[src/design/reload_timer_pkg.sv]
// shared constants, codes and carrier types of the reload down-counter timer
package reload_timer_pkg;

    // clock select: this code picks event counting on the input pin
    localparam logic [2:0] CSEL_EVENT = 3'h7;
    localparam int CSEL_W = 3;

    // trigger mode field: bit 2 picks gate operation
    localparam int TMODE_GATE_BIT = 2;
    // edge operation: bit 0 rising, bit 1 falling; 00 means software kick only
    localparam int TMODE_RISE_BIT = 0;
    localparam int TMODE_FALL_BIT = 1;
    // gate operation: bit 0 set means the high level is the valid level
    localparam int TMODE_LEVEL_BIT = 0;
    localparam logic [1:0] TMODE_NO_EDGE = 2'h0;

    // counter width, reset value and the value after an underflow
    localparam int CNT_W = 16;
    localparam logic [15:0] CNT_RESET = 16'h0000;
    localparam logic [15:0] CNT_ZERO = 16'h0000;
    localparam logic [15:0] CNT_UNDERFLOW = 16'hffff;

    // prescaler: select n divides the system clock by 2 to the power n+1
    localparam int PRESCALE_W = 7;
    localparam logic [6:0] PRESCALE_RESET = 7'h00;
    localparam logic [6:0] PRESCALE_ONE = 7'h01;

    typedef enum logic [1:0] {
        ST_IDLE = 2'h1,
        ST_RUN = 2'h2
    } run_state_e;

    // software-facing configuration
    typedef struct packed {
        logic [2:0] clock_select;
        logic [2:0] trigger_mode;
        logic counter_run_enable;
        logic pin_drive_enable;
        logic output_invert;
        logic reload_mode;
        logic [15:0] reload_value;
    } timer_cfg_s;

    // complete state of the timer core
    typedef struct packed {
        run_state_e st;
        logic [15:0] cnt;
        logic tout;
        logic oe;
        logic irq;
    } timer_state_s;

    // state of the input pin conditioner
    typedef struct packed {
        logic pin;
        logic prev;
    } pin_state_s;

    // state of the prescaler
    typedef struct packed {
        logic [6:0] div;
        logic tick;
    } prescale_state_s;

    // selected edge found on the input pin
    function automatic logic edge_hit(input logic [1:0] sel, input logic rise, input logic fall);
        edge_hit = (sel[TMODE_RISE_BIT] & rise) | (sel[TMODE_FALL_BIT] & fall);
    endfunction : edge_hit

    // low n+1 bits set, for divide ratio 2^(n+1)
    function automatic logic [6:0] prescale_mask(input logic [2:0] sel);
        prescale_mask = 7'((PRESCALE_ONE << (sel + 3'h1)) - PRESCALE_ONE);
    endfunction : prescale_mask

endpackage : reload_timer_pkg

[src/design/reload_down_counter_timer.sv]
// 16-bit reload down-counter timer core with trigger, gate and event count operation
//
// Behaviour
// - any clock select other than 111 counts prescaler ticks.
// - clock select 111 counts the chosen edges of the timer input pin.
// - with run enable set, a software kick starts the count.
// - in external trigger operation a chosen edge on the input pin starts the count.
// - in external gate operation the count advances only while the pin holds the chosen level.
// - in reload mode an underflow from 0000 reloads the counter and counting goes on.
// - in reload mode every underflow without a start in the same cycle raises an interrupt request.
// - in one-shot mode the underflow raises an interrupt request.
// - in one-shot mode the output pin shows a pulse spanning the running interval.
// - the output toggles on each underflow without a same-cycle start and reaches the pin only while drive is enabled.
// - the counter value output always shows the live count.
// - the reload value is loaded into the counter at each start and, in reload mode only, on underflow; one-shot underflow loads ffff.
// - the count clock is the prescaler tick or the input pin, by clock mode.
// - with drive enable set the output pin is driven whatever the port direction.
`timescale 1ns/1ps
module reload_down_counter_timer
(
    // clock and reset
    input wire logic clk,
    input wire logic arst_n,
    // configuration
    input wire logic [2:0] clock_select,
    input wire logic [2:0] trigger_mode,
    input wire logic counter_run_enable,
    input wire logic pin_drive_enable,
    input wire logic output_invert,
    input wire logic reload_mode,
    input wire logic [15:0] reload_value,
    // one-cycle start request from software
    input wire logic software_kick,
    // timer pins
    input wire logic timer_input_pin,
    output logic timer_output_pin,
    output logic timer_output_oe,
    // status
    output logic [15:0] counter_value,
    output logic running,
    output logic underflow_irq
);

    reload_timer_pkg::timer_cfg_s cfg;
    reload_timer_pkg::timer_state_s q;
    reload_timer_pkg::timer_state_s d;

    logic pin_level;
    logic pin_rise;
    logic pin_fall;
    logic prescale_tick;
    logic event_mode;
    logic gate_mode;
    logic trig_mode;
    logic in_edge;
    logic gate_ok;
    logic gate_edge;
    logic start;
    logic tick;
    logic count_en;
    logic uf;

    assign cfg = '{
        clock_select: clock_select,
        trigger_mode: trigger_mode,
        counter_run_enable: counter_run_enable,
        pin_drive_enable: pin_drive_enable,
        output_invert: output_invert,
        reload_mode: reload_mode,
        reload_value: reload_value
    };

    pin_edge_detect u_pin
    (
        .clk(clk),
        .arst_n(arst_n),
        .pin_in(timer_input_pin),
        .level(pin_level),
        .rise(pin_rise),
        .fall(pin_fall)
    );

    count_prescaler u_prescale
    (
        .clk(clk),
        .arst_n(arst_n),
        .clock_select(cfg.clock_select),
        .tick(prescale_tick)
    );

    // operation decode
    assign event_mode = cfg.clock_select == reload_timer_pkg::CSEL_EVENT;
    assign gate_mode = !event_mode && cfg.trigger_mode[reload_timer_pkg::TMODE_GATE_BIT];
    assign trig_mode = !event_mode && !cfg.trigger_mode[reload_timer_pkg::TMODE_GATE_BIT]
        && cfg.trigger_mode[1:0] != reload_timer_pkg::TMODE_NO_EDGE;
    assign in_edge = reload_timer_pkg::edge_hit(cfg.trigger_mode[1:0], pin_rise, pin_fall);
    assign gate_ok = pin_level == cfg.trigger_mode[reload_timer_pkg::TMODE_LEVEL_BIT];
    // the pin entering its valid level
    assign gate_edge = cfg.trigger_mode[reload_timer_pkg::TMODE_LEVEL_BIT] ? pin_rise : pin_fall;

    // start sources; a kick in gate mode also restarts
    assign start = cfg.counter_run_enable && (software_kick
        || (trig_mode && in_edge)
        || (gate_mode && gate_edge && q.st == reload_timer_pkg::ST_IDLE));

    // count clock source
    assign tick = event_mode ? in_edge : prescale_tick;
    assign count_en = q.st == reload_timer_pkg::ST_RUN && tick && (!gate_mode || gate_ok);
    assign uf = count_en && q.cnt == reload_timer_pkg::CNT_ZERO;

    always_comb
    begin
        d = q;
        d.irq = 1'b0;
        d.oe = cfg.pin_drive_enable;
        case (q.st)
            reload_timer_pkg::ST_IDLE:
            begin
                if (start)
                begin
                    d.st = reload_timer_pkg::ST_RUN;
                    d.cnt = cfg.reload_value;
                    d.tout = cfg.output_invert ^ !cfg.reload_mode;
                end
            end
            reload_timer_pkg::ST_RUN:
            begin
                if (start)
                begin
                    d.cnt = cfg.reload_value;
                    d.tout = cfg.output_invert ^ !cfg.reload_mode;
                end
                else if (uf)
                begin
                    d.irq = 1'b1;
                    d.tout = ~q.tout;
                    if (cfg.reload_mode)
                    begin
                        d.cnt = cfg.reload_value;
                    end
                    else
                    begin
                        d.cnt = reload_timer_pkg::CNT_UNDERFLOW;
                        d.st = reload_timer_pkg::ST_IDLE;
                    end
                end
                else if (count_en)
                begin
                    d.cnt = q.cnt - 16'h0001;
                end
            end
            default:
            begin
                d.st = reload_timer_pkg::ST_IDLE;
            end
        endcase
        // clearing run enable goes idle on the next edge; a tick in that same cycle still decrements or underflows the count
        if (!cfg.counter_run_enable)
        begin
            d.st = reload_timer_pkg::ST_IDLE;
        end
    end

    always_ff @(posedge clk or negedge arst_n)
    begin
        if (!arst_n)
        begin
            q <= '{st: reload_timer_pkg::ST_IDLE, cnt: reload_timer_pkg::CNT_RESET,
                tout: 1'b0, oe: 1'b0, irq: 1'b0};
        end
        else
        begin
            q <= d;
        end
    end

    assign counter_value = q.cnt;
    assign running = q.st == reload_timer_pkg::ST_RUN;
    assign timer_output_pin = q.tout;
    assign timer_output_oe = q.oe;
    assign underflow_irq = q.irq;

    // prescaled count decrements by exactly one
    property p_internal_count;
        @(posedge clk) disable iff (!arst_n)
        (!event_mode && running && prescale_tick && !start && !gate_mode && counter_run_enable
            && counter_value != 16'h0000)
        |=> counter_value == $past(counter_value) - 16'h0001;
    endproperty
    a_internal_count: assert property (p_internal_count)
        else $error("prescaled count did not decrement by one");

    // event mode: no selected edge, no change
    property p_event_hold;
        @(posedge clk) disable iff (!arst_n)
        (event_mode && running && !in_edge && !start && counter_run_enable)
        |=> $stable(counter_value);
    endproperty
    a_event_hold: assert property (p_event_hold)
        else $error("event count moved without an input edge");

    // event mode: selected edge decrements
    property p_event_count;
        @(posedge clk) disable iff (!arst_n)
        (event_mode && running && in_edge && !start && counter_run_enable
            && counter_value != 16'h0000)
        |=> counter_value == $past(counter_value) - 16'h0001;
    endproperty
    a_event_count: assert property (p_event_count)
        else $error("event count did not follow the input edge");

    // kick with run enable loads the reload value and runs
    property p_kick_start;
        @(posedge clk) disable iff (!arst_n)
        (counter_run_enable && software_kick)
        |=> running && counter_value == $past(reload_value);
    endproperty
    a_kick_start: assert property (p_kick_start)
        else $error("software kick did not start the count with the reload value");

    // external edge starts
    property p_trigger_start;
        @(posedge clk) disable iff (!arst_n)
        (counter_run_enable && trig_mode && in_edge) |=> running;
    endproperty
    a_trigger_start: assert property (p_trigger_start)
        else $error("valid trigger edge did not start the count");

    // gate closed holds the count
    property p_gate_hold;
        @(posedge clk) disable iff (!arst_n)
        (gate_mode && !gate_ok && running && !start && counter_run_enable)
        |=> $stable(counter_value);
    endproperty
    a_gate_hold: assert property (p_gate_hold)
        else $error("count moved while the gate level was invalid");

    // reload on underflow keeps running
    property p_reload;
        @(posedge clk) disable iff (!arst_n)
        (uf && reload_mode && counter_run_enable && !start)
        |=> running && counter_value == $past(reload_value);
    endproperty
    a_reload: assert property (p_reload)
        else $error("underflow did not reload the counter");

    // each underflow gives one request pulse
    property p_irq;
        @(posedge clk) disable iff (!arst_n)
        (uf && !start) |=> underflow_irq ##1 (!underflow_irq || $past(uf && !start));
    endproperty
    a_irq: assert property (p_irq)
        else $error("underflow did not raise a request pulse");

    // output toggles on underflow
    property p_toggle;
        @(posedge clk) disable iff (!arst_n)
        (uf && !start) |=> timer_output_pin != $past(timer_output_pin);
    endproperty
    a_toggle: assert property (p_toggle)
        else $error("timer output did not invert on underflow");

    // one-shot start drives the active output level
    property p_oneshot_pulse;
        @(posedge clk) disable iff (!arst_n)
        (start && !reload_mode) |=> timer_output_pin == !$past(output_invert);
    endproperty
    a_oneshot_pulse: assert property (p_oneshot_pulse)
        else $error("one-shot start did not raise the output pulse");

    // drive enable follows one cycle later
    property p_drive;
        @(posedge clk) disable iff (!arst_n)
        ##1 timer_output_oe == $past(pin_drive_enable);
    endproperty
    a_drive: assert property (p_drive)
        else $error("pin drive did not follow its enable");

    // one-shot underflow stops and stays stopped without a trigger
    property p_oneshot_stop;
        @(posedge clk) disable iff (!arst_n)
        (uf && !reload_mode && !start) |=> !running ##1 (running -> $past(start));
    endproperty
    a_oneshot_stop: assert property (p_oneshot_stop)
        else $error("one-shot counter did not stay idle after underflow");

    // dropping run enable leaves the counter idle on the next edge
    property p_run_stop;
        @(posedge clk) disable iff (!arst_n)
        !counter_run_enable
        |=> !running;
    endproperty
    a_run_stop: assert property (p_run_stop)
        else $error("counter kept running without run enable");

    // open gate lets a prescaled tick decrement by one
    property p_gate_count;
        @(posedge clk) disable iff (!arst_n)
        (gate_mode && gate_ok && running && prescale_tick && !start && counter_run_enable
            && counter_value != 16'h0000)
        |=> counter_value == $past(counter_value) - 16'h0001;
    endproperty
    a_gate_count: assert property (p_gate_count)
        else $error("count did not advance while the gate level was valid");

    // an idle counter only changes through a start
    property p_idle_hold;
        @(posedge clk) disable iff (!arst_n)
        (!running && !start)
        |=> $stable(counter_value);
    endproperty
    a_idle_hold: assert property (p_idle_hold)
        else $error("idle counter changed without a start");

endmodule : reload_down_counter_timer

[src/design/pin_edge_detect.sv]
// input pin sampler with rising and falling edge detection
`timescale 1ns/1ps
module pin_edge_detect
(
    // clock and reset
    input wire logic clk,
    input wire logic arst_n,
    // pin
    input wire logic pin_in,
    // conditioned view
    output logic level,
    output logic rise,
    output logic fall
);

    reload_timer_pkg::pin_state_s q;
    reload_timer_pkg::pin_state_s d;

    always_comb
    begin
        d = q;
        d.pin = pin_in;
        d.prev = q.pin;
    end

    always_ff @(posedge clk or negedge arst_n)
    begin
        if (!arst_n)
        begin
            q <= '0;
        end
        else
        begin
            q <= d;
        end
    end

    assign level = q.pin;
    assign rise = q.pin & ~q.prev;
    assign fall = ~q.pin & q.prev;

endmodule : pin_edge_detect

[src/design/count_prescaler.sv]
// free-running prescaler giving one tick per selected division of the system clock
`timescale 1ns/1ps
module count_prescaler
(
    // clock and reset
    input wire logic clk,
    input wire logic arst_n,
    // division select
    input wire logic [2:0] clock_select,
    // one-cycle count tick
    output logic tick
);

    reload_timer_pkg::prescale_state_s q;
    reload_timer_pkg::prescale_state_s d;

    always_comb
    begin
        d = q;
        d.div = q.div + reload_timer_pkg::PRESCALE_ONE;
        d.tick = &(q.div | ~reload_timer_pkg::prescale_mask(clock_select));
    end

    always_ff @(posedge clk or negedge arst_n)
    begin
        if (!arst_n)
        begin
            q <= '{div: reload_timer_pkg::PRESCALE_RESET, tick: 1'b0};
        end
        else
        begin
            q <= d;
        end
    end

    assign tick = q.tick;

endmodule : count_prescaler

[config.mk]
export PLATFORM = sky130hd
export DESIGN_NAME = reload_down_counter_timer
export DESIGN_NICKNAME = d
export VERILOG_FILES = /design/src/design/reload_timer_pkg.sv /design/src/design/reload_down_counter_timer.sv /design/src/design/pin_edge_detect.sv /design/src/design/count_prescaler.sv
export SDC_FILE = /design/constraint.sdc
export NUM_CORES = 1
export LEC_CHECK = 0
export ABC_AREA = 1
export BUFFER_PORTS_ARGS = -buffer_cell sky130_fd_sc_hd__clkbuf_2
export CAP_MARGIN = 15
export CORE_ASPECT_RATIO = 1.25
export CORE_MARGIN = 2
export CORE_UTILIZATION = 40
export DETAILED_ROUTE_END_ITERATION = 8
export PLACE_DENSITY = 0.58
export REMOVE_ABC_BUFFERS = 1
export SETUP_SLACK_MARGIN = 0.15
export SYNTH_ARGS = -nofsm -noshare
export SYNTH_HDL_FRONTEND = slang
export SYNTH_SLANG_ARGS = --single-unit
export TNS_END_PERCENT = 1
[constraint.sdc]
create_clock -name clk -period 4.7 [get_ports clk]
set_clock_uncertainty 0.05 [all_clocks]
set_input_delay 0 -clock clk [delete_from_list [all_inputs] [get_ports clk]]
set_output_delay 0 -clock clk [all_outputs]
set_load 0.03 [all_outputs]
==> results, run 1 <==
- The aggregate global routing overflow is 0.
- The clock reaches the later pin of the worst-skew pair after 0.29 ns.
- Detailed placement ended at an HPWL of approximately 4900 um.
- The total power is 1600 uW.
- In the final layout, the multi-input gates occupy between 0.0015 and 0.002 sq mm.
- The starting density of the core is 0.410.
- For this block, the initial DRC count from the detailed router was 147.
- The synthesized design contains 0 enable-type register cells.
- The number of cells on the worst hold path is 5.
- The detail-routed net length per standard cell is 12.4 um.
- The proportion of synthesized chip area in sequential cells is 0.290.
- Of the total power, registers draw 0.294.
- The number of ports placed on the die boundary is 50.
- The global router's overall resource usage is 0.194.
- In this run the most critical hold path is launched from reload_value[11].
- Synthesis produced a netlist whose cell count is 404.
- The total of endpoints with negative setup slack in the final report is 0.
- The finished layout holds about 530 standard cells, fillers aside.
- A synthesized cell averages 6.63 sq um.
- The final-stage net count is around 480.
- TritonCTS built the clock tree.
- The slew at the pin closest to its max-slew limit is 0.847 ns.
- Setup slack closes at 2.24 ns.
- The path depth of the worst reg2reg path is 11.
- The met1 routing resource usage after global routing is 0.231.
- The post-CTS setup buffer count is 0.
- The number of global-route vias before repair is 2513.
- At the placement stage, the worst setup path has a slack of around 2.2 ns.
- The die covers about 0.0074 sq mm.
- Dividing the detail-routed via count by the number of cells gives 4.89.
- The internal power of the cells totals 752 uW.
- The largest stage delay on the critical path is 0.54 ns.
- Input and output buffers added on the ports amount to just under 50.
- For hold timing, the worst endpoint is counter_value[11].
- The clock period minus worst slack is around 2.5 ns.
- The cell occurring most often along the worst timing path is sky130_fd_sc_hd__inv_2.
- In the final layout, the share of cells above drive strength 1 is 0.188.
- Counting flops with an async set or reset pin after synthesis yields a share of 1.00.
- The analysis attributes to cell leakage a power of between 0.0015 and 0.002 uW.
- Of the total power, the share spent switching nets is 0.531.
- The endpoint identified for the worst register-to-register timing path is counter_value[15].
- The critical path in this run is classified as reg2reg.
- Entering global routing, the biggest net connects 32 pins.
- The clock net in this run drives a total of 31 sinks.
- The core box area is 0.00652 sq mm.
- The hold-fix buffer count after cts is 11.
- The total vias in the final route is 2606.
- The number of antenna violations at the first check in global routing came to 0.
- The final routed DRC violation total is 0.
- The critical path data required time is 4.83 ns.
- Final hold analysis gives a worst-case slack of 0.00114 ns.
- In this run the power density over the cells is 530 mW/mm^2.
- The hold violation total from the final report was 0.
- The leading cell type in the layout, fill and taps excluded is sky130_fd_sc_hd__nand2_1.
- The relative contribution of combinational cells to total power is 0.575.
- The register-to-register setup slack is 2.24 ns.
- The critical path capture point type is a flop.
- The sequential cell area is 777 sq um.
- In the synthesized netlist the dominant register cell turns out to be sky130_fd_sc_hd__dfrtp_1.
- The max-slew violation count is 0.
- The element type at the critical path start is a flop.
- The repair_antennas step left the layout with diodes totalling 0.
- The number of unique standard cell types used by synthesis is 32.
- The first detailed-routing pass ran for 4 iterations.
- The area added between synthesis and finish is 13.1%.
- Of all nets on the critical path, the largest fanout is 17.
- For this run, global-route usage on met2 was measured as 0.365.
- After synthesis the cells add up to approximately 0.0027 sq mm.
- The post-CTS clock slew at the launch and capture registers of the worst setup and hold paths is 0.07 ns.
- The H-tree was split into 2 levels.
- The peak supply drop is 0.000188 V.
- The wire length of the first global-routing pass is 11300 um.
- Across the run, the number of max-cap violations was 0.
- For this block, the routed nets add up to around 6600 um of wire.
- Data arrives at the worst endpoint at 2.59 ns.
- From left edge to right edge, the die measures 77.2 um.
- Counting both buffers and inverters, the worst setup path holds a total of 4.
- met2 is the most crowded layer.
- The power share of the clock group is 0.131.
- Counting the fill cells in the layout gives between 700 and 800.
- The placer's final routability congestion estimate is 0.875.
- The cell type group with the largest total delay on the critical path is simple AND/OR/NAND/NOR gates.
- The die height is between 90 and 100 um.
- Setup repair after global routing left no endpoint under its margin.
- Setup total negative slack on the finished layout was measured at 0 ns.
- Walking the worst path, the cells encountered are inv_1 -> ha_1 -> inv_2 -> nor2_2 -> nand3_1 -> nand3_2 -> inv_2 -> nor2_4 -> inv_2 -> nand2_1 -> nand2_1.
- In this run the deepest clock path goes through 2 buffers.
- In this run the critical register-to-register path is launched from q[19].
- Static timing analysis puts the maximum clock frequency at 0.407 GHz.
- The run finished with clean final reports.
- The clock root buffer is sky130_fd_sc_hd__clkbuf_8.
- The switching power is 852 uW.
- Of the available clock period, the critical path in the final layout requires 0.523.
- The number of synthesized register bits is 31.
- The count of synthesis-stage warnings from yosys is 0.
- The CTS buffer count is 5.
- In this run the core area contains 33 standard-cell rows.
- The top cell types in the final layout, fill and taps aside, are sky130_fd_sc_hd__nand2_1, sky130_fd_sc_hd__nor2_1, sky130_fd_sc_hd__clkbuf_2, sky130_fd_sc_hd__inv_1, sky130_fd_sc_hd__nand3_1.
- Once placement completed, the tool counted placed cells totaling between 500 and 600.
- The worst pin sits at a relative slew slack of 0.435.
- The path type of the worst min-delay path is in2reg.
- The cell with the largest stage delay on the worst path is sky130_fd_sc_hd__ha_1.
- The number of gates given a new drive strength after cts is 0.
- The detail route stage leaves a number of antenna-violating nets equal to 0.
- For this run, global-route usage on met3 was measured as 0.0265.
[worst max path at each step]
stage	start	end	slack (ns)	depth (start not counted)
floorplan	q[19]	counter_value[8]	2.46	11
global placement	q[19]	counter_value[14]	2.33	11
detailed placement	q[19]	counter_value[15]	2.23	11
CTS	q[19]	counter_value[6]	2.22	11
global route	q[19]	counter_value[2]	2.00	11
finish	q[19]	counter_value[15]	2.24	11
[registers in the layout, summed over array words and instances, names as in the netlist]
signal / count
underflow_irq: 1
u_pin.level: 1
u_pin.q: 1
q: 2
timer_output_pin: 1
u_prescale.tick: 1
counter_value: 16
timer_output_oe: 1
u_prescale.q: 7
[synthesized netlist by cell type, types with 5 or more instances]
| cell | number | area [sq um] |
|---|---|---|
| sky130_fd_sc_hd__nand4_1 | 19 | 119 |
| sky130_fd_sc_hd__xor2_1 | 12 | 105 |
| sky130_fd_sc_hd__or2_2 | 8 | 50.1 |
| sky130_fd_sc_hd__ha_1 | 7 | 87.6 |
| sky130_fd_sc_hd__nand3_1 | 39 | 195 |
| sky130_fd_sc_hd__buf_4 | 17 | 128 |
| sky130_fd_sc_hd__dfrtp_1 | 30 | 751 |
| sky130_fd_sc_hd__o211ai_1 | 5 | 37.5 |
| sky130_fd_sc_hd__nand2_1 | 113 | 424 |
| sky130_fd_sc_hd__nor2_1 | 53 | 199 |
| sky130_fd_sc_hd__inv_1 | 41 | 154 |
| sky130_fd_sc_hd__a21oi_1 | 8 | 40.0 |
| sky130_fd_sc_hd__o21ai_0 | 7 | 35.0 |
| sky130_fd_sc_hd__o21ai_1 | 6 | 30.0 |
[cell families after synthesis]
group                    count (synthesis)  synth area share
flip-flops                              31             0.290
buffers and inverters                   71             0.136
AO/OA/AOI/OAI                           30            0.0650
XOR/XNOR                                14            0.0458
AND/OR/NAND/NOR                        251             0.430
adder cells (fa/ha/maj)                  7            0.0327
[through the flow]
step | utilization | area [sq um]
2_1_floorplan | - | 2480
3_3_place_gp | 0.435 | 2840
3_5_place_dp | 0.435 | 2840
4_1_cts | 0.464 | 3030
5_1_grt | 0.464 | 3030
6_report | 0.464 | 3030
[power groups by stage]
stage	clock [uW]	sequential [uW]	combinational, uW
global placement	0	476	910
floorplan	0	591	546
CTS	220	471	932
global route	229	487	1050
detailed placement	0	477	920
finish	210	471	922
[layout make-up]
class | instances | share of cell area
clock buffers | 7 | 0.0252
clock inverters | 1 | 0.00165
inverters | 45 | 0.0558
multi-input cells | 302 | 0.507
flip-flops and latches | 31 | 0.257
well taps | 87 | 0.0360
repair buffers | 60 | 0.117
[worst reg2reg max path, cell delays in order (launching register included)]
cell	delay, ns
sky130_fd_sc_hd__dfstp_2	0.37
sky130_fd_sc_hd__inv_1	0.07
sky130_fd_sc_hd__ha_1	0.54
sky130_fd_sc_hd__inv_2	0.10
sky130_fd_sc_hd__nor2_2	0.15
sky130_fd_sc_hd__nand3_1	0.13
sky130_fd_sc_hd__nand3_2	0.14
sky130_fd_sc_hd__inv_2	0.06
sky130_fd_sc_hd__nor2_4	0.36
sky130_fd_sc_hd__inv_2	0.22
sky130_fd_sc_hd__nand2_1	0.11
sky130_fd_sc_hd__nand2_1	0.05
[routing by layer]
layer	vias up	wire length, um
met3	5	255
met2	59	3400
met4	0	69
met5	-	0
li1	1356	-
met1	1186	2860
Power figures use the tool's default switching activity.
==> inputs of run 2 (changes only) <==
Settings changed: PLACE_DENSITY 0.58 to 0.6.
Clock period 4.7 ns to 2.1 ns, I/O delays scaled along.
==> run 2 against run 1 <==
  * Wire length up 3.9%
  * Combinational power rose to 2.7 times the previous value
  * Count of clock-buffer cells in the layout down 1
  * Largest power group unchanged
  * Highest routed layer unchanged
==> results, run 2 (same netlist as run 1, synthesis figures left out) <==
- The length of the first detailed-routing pass in iterations is 4 (unchanged).
- The post-route non-filler standard cell count is 549 (+3.0%).
- The worst-case hold path end point is counter_value[1].
- The detail-routed net length per standard cell is 12.5 um (+0.90%).
- The post-detailed-route via-to-cell ratio is 4.93 (+0.92%).
- The peak supply drop is 0.000633 V (+240%).
- The element type at the critical path start is a flop.
- The slew at the pin closest to its max-slew limit is 0.822 ns (-0.0247 ns).
- The die height is 95.5 um (unchanged).
- The number of ports placed on the die boundary is 50 (unchanged).
- The power per unit of standard cell area was 1250 mW/mm^2 (+140%).
- The count of standard-cell rows is 33 (unchanged).
- The global router's overall resource usage was 0.190 (-0.00419).
- The number of cells after detailed placement is 522 (+1.6%).
- The number of flip-flops in the largest register was 16 (unchanged).
- In the layout the commonest cells are sky130_fd_sc_hd__nand2_1, sky130_fd_sc_hd__nor2_1, sky130_fd_sc_hd__clkbuf_2, sky130_fd_sc_hd__inv_1, sky130_fd_sc_hd__nand3_1.
- The number of buffer and inverter stages on the critical path is 2 (-2).
- The maximum root-to-sink buffer count was 2 (unchanged).
- The standard cell area after detailed placement is 0.00291 sq mm (+2.6%).
- The max-slew violation count is 0 (unchanged).
- The largest stage delay on the critical path is 0.55 ns (about the same).
- The kind of cell with the highest combined delay along the critical path is simple AND/OR/NAND/NOR gates.
- The number of cells on the worst hold path was 5 (unchanged).
- The number of global-route vias before repair is 2457 (-2.2%).
- The number of inserted filler cells in the final layout is 686 (-6.9%).
- The wire length of the first global-routing pass was 11100 um (-1.9%).
- The max-slew headroom at the worst pin is 0.452 (+0.0165).
- The clock period minus worst slack is 1.88 ns (-0.574 ns).
- The finished layout cell area was 0.00331 sq mm (+9.2%).
- The placer's final routability congestion estimate is 0.824 (-5.8%).
- The endpoint arrival time on the critical path is 2.06 ns (-0.53 ns).
- The endpoint identified for the worst register-to-register timing path is counter_value[6].
- The critical path capture point type is a flop.
- The wire length reported by the detailed router came to 6850 um (+3.9%).
- The startpoint of the tightest hold check path is reload_value[1].
- The CTS tree is built.
- The tree is rooted in a sky130_fd_sc_hd__clkbuf_8.
- The number of diodes is 0 (unchanged).
- The overall die area is 0.00737 sq mm (unchanged).
- The detailed router's first-iteration violation count is 115 (-22%).
- The run finished with clean final reports.
- The cell with the largest stage delay on the worst path is sky130_fd_sc_hd__dfstp_2.
- The residual antenna-violating net count after detailed routing is 0 (unchanged).
- The number of buffer cells added on primary ports was 49 (unchanged).
- Traced cell by cell, the critical path runs through ha_4 -> inv_1 -> nor2_1 -> nand2_1 -> nand3_2 -> nand2_4 -> nand2_2 -> nand2_2 -> nor2_4 -> clkbuf_16 -> nand3_1 -> nand2_1.
- The starting density of the core is 0.410 (unchanged).
- The total negative slack is 0 ns (unchanged).
- The post-CTS clock slew at the launch and capture registers of the worst setup and hold paths is 0.07 ns (about the same).
- The total of endpoints with negative setup slack in the final report came to 0 (unchanged).
- The total vias in the final route is 2709 (+4.0%).
- The aggregate global routing overflow is 0 (unchanged).
- The number of antenna violations at the first check in global routing is 0 (unchanged).
- The core box area is 0.00652 sq mm (unchanged).
- The share of layout cells above drive strength 1 came to 0.225 (+0.0368).
- The final-stage net count is 498 (+3.3%).
- The detailed-placement wirelength estimate is 4920 um (+1.5%).
- The CTS buffer count is 5 (unchanged).
- The upper clock frequency limit came to 0.531 GHz (+30%).
- The hold violation total from the final report was 0 (unchanged).
- The library cell used most frequently in the layout, excluding fill and tap cells, is sky130_fd_sc_hd__nand2_1.
- The leakage power total is 0.00173 uW (+6.1%).
- In this run the critical register-to-register path is launched from q[19].
- The tightest min-delay check is of the in2reg type.
- The setup path with the least slack is of type reg2reg.
- The register-to-register setup slack is 0.22 ns (-2.03 ns).
- The die outline width came to 77.2 um (unchanged).
- The final routed DRC violation total is 0 (unchanged).
- Setup repair after global routing could not meet its margin everywhere.
- The critical path data required time came to 2.28 ns (-2.55 ns).
- Relative to the synthesized area, the layout overhead comes to 23.5%.
- The count of max-cap constraint violations is 0 (unchanged).
- The H-tree level count was 2 (unchanged).
- The worst-skew pair later-pin latency is 0.29 ns (about the same).
- The biggest fanout along the worst timing path is 5 (-12).
- The path depth of the worst reg2reg path came to 12 (+1).
- The clock sink count came to 31 (unchanged).
- The share of the clock period used by the worst path is 0.897 (+0.374).
- The pin count of the biggest net entering global routing is 32 (unchanged).
## run 2: changes by cell type in the layout (fill, tap and decap cells not counted), moves of 2 or more
| cell | previous run | this run |
|---|---|---|
| sky130_fd_sc_hd__clkbuf_1 | 2 | 0 |
| sky130_fd_sc_hd__buf_4 | 0 | 8 |
| sky130_fd_sc_hd__nand2_1 | 113 | 111 |
| sky130_fd_sc_hd__nor2_4 | 2 | 4 |
| sky130_fd_sc_hd__nor2_1 | 53 | 51 |
| sky130_fd_sc_hd__nand2_8 | 0 | 2 |
| sky130_fd_sc_hd__dlygate4sd3_1 | 11 | 15 |
## run 2: final cells by class
| class | count | area, sq um | share of cell area |
|---|---|---|---|
| Multi-Input combinational cell | 302 | 1600 | 0.485 |
| Clock buffer | 6 | 82.6 | 0.0250 |
| Clock inverter | 2 | 35.0 | 0.0106 |
| Inverter | 45 | 171 | 0.0519 |
| Tap cell | 87 | 109 | 0.0329 |
| Sequential cell | 31 | 777 | 0.235 |
| Timing Repair Buffer | 76 | 527 | 0.159 |
## run 2: routing by layer
layer	track usage	part of all wire	vias up
met5	0	0	-
met4	0.0670	0.017	0
met3	0.0284	0.040	15
met2	0.356	0.52	64
met1	0.219	0.43	1240
li1	-	-	1390
## run 2: power by group
group	internal [uW]	switching [uW]	total, uW	leakage, uW
logic	908	1560	2470	0.00130
registers	801	238	1040	0.000374
clock network	384	251	635	0.0000612
total	2090	2050	4140	0.00173
## run 2: stage by stage
step | worst slack [ns] | hold WS (ns) | utilization | power [uW]
2_1_floorplan | -0.143 | -0.346 | - | 2550
3_3_place_gp | 0.232 | 0.0593 | 0.446 | 3240
3_5_place_dp | 0.179 | 0.0599 | 0.446 | 3260
4_1_cts | 0.163 | 0.0105 | 0.487 | 3940
5_1_grt | 0.0866 | 0.0501 | 0.507 | 4500
6_report | 0.216 | 0.0156 | 0.507 | 4140
## run 2: worst min-delay path, stage by stage
cell and delay, ns:
sky130_fd_sc_hd__clkbuf_2 0.09, sky130_fd_sc_hd__nand2_1 0.05, sky130_fd_sc_hd__nand3_1 0.07, sky130_fd_sc_hd__nor2_1 0.04
sky130_fd_sc_hd__nor2_1 0.07
## run 2: what timing repair did
item                                   4_1_cts  5_1_grt
endpoints found under the hold margin       44        0
buffers inserted                             0        3
gates resized for setup                      0       17
hold buffers                                15        0
setup endpoints to repair                    0       19
## run 2: how the worst max path moves through the flow
| stage | endpoint | slack (ns) | startpoint | cells after the start |
|---|---|---|---|---|
| after floorplan | counter_value[8] | -0.14 | q[19] | 11 |
| final | counter_value[6] | 0.22 | q[19] | 12 |
| after global routing | counter_value[7] | 0.09 | q[19] | 12 |
| after global placement | timer_output_pin | 0.23 | q[19] | 12 |
| after detailed placement | counter_value[9] | 0.18 | q[19] | 12 |
| after CTS | counter_value[9] | 0.16 | q[19] | 12 |
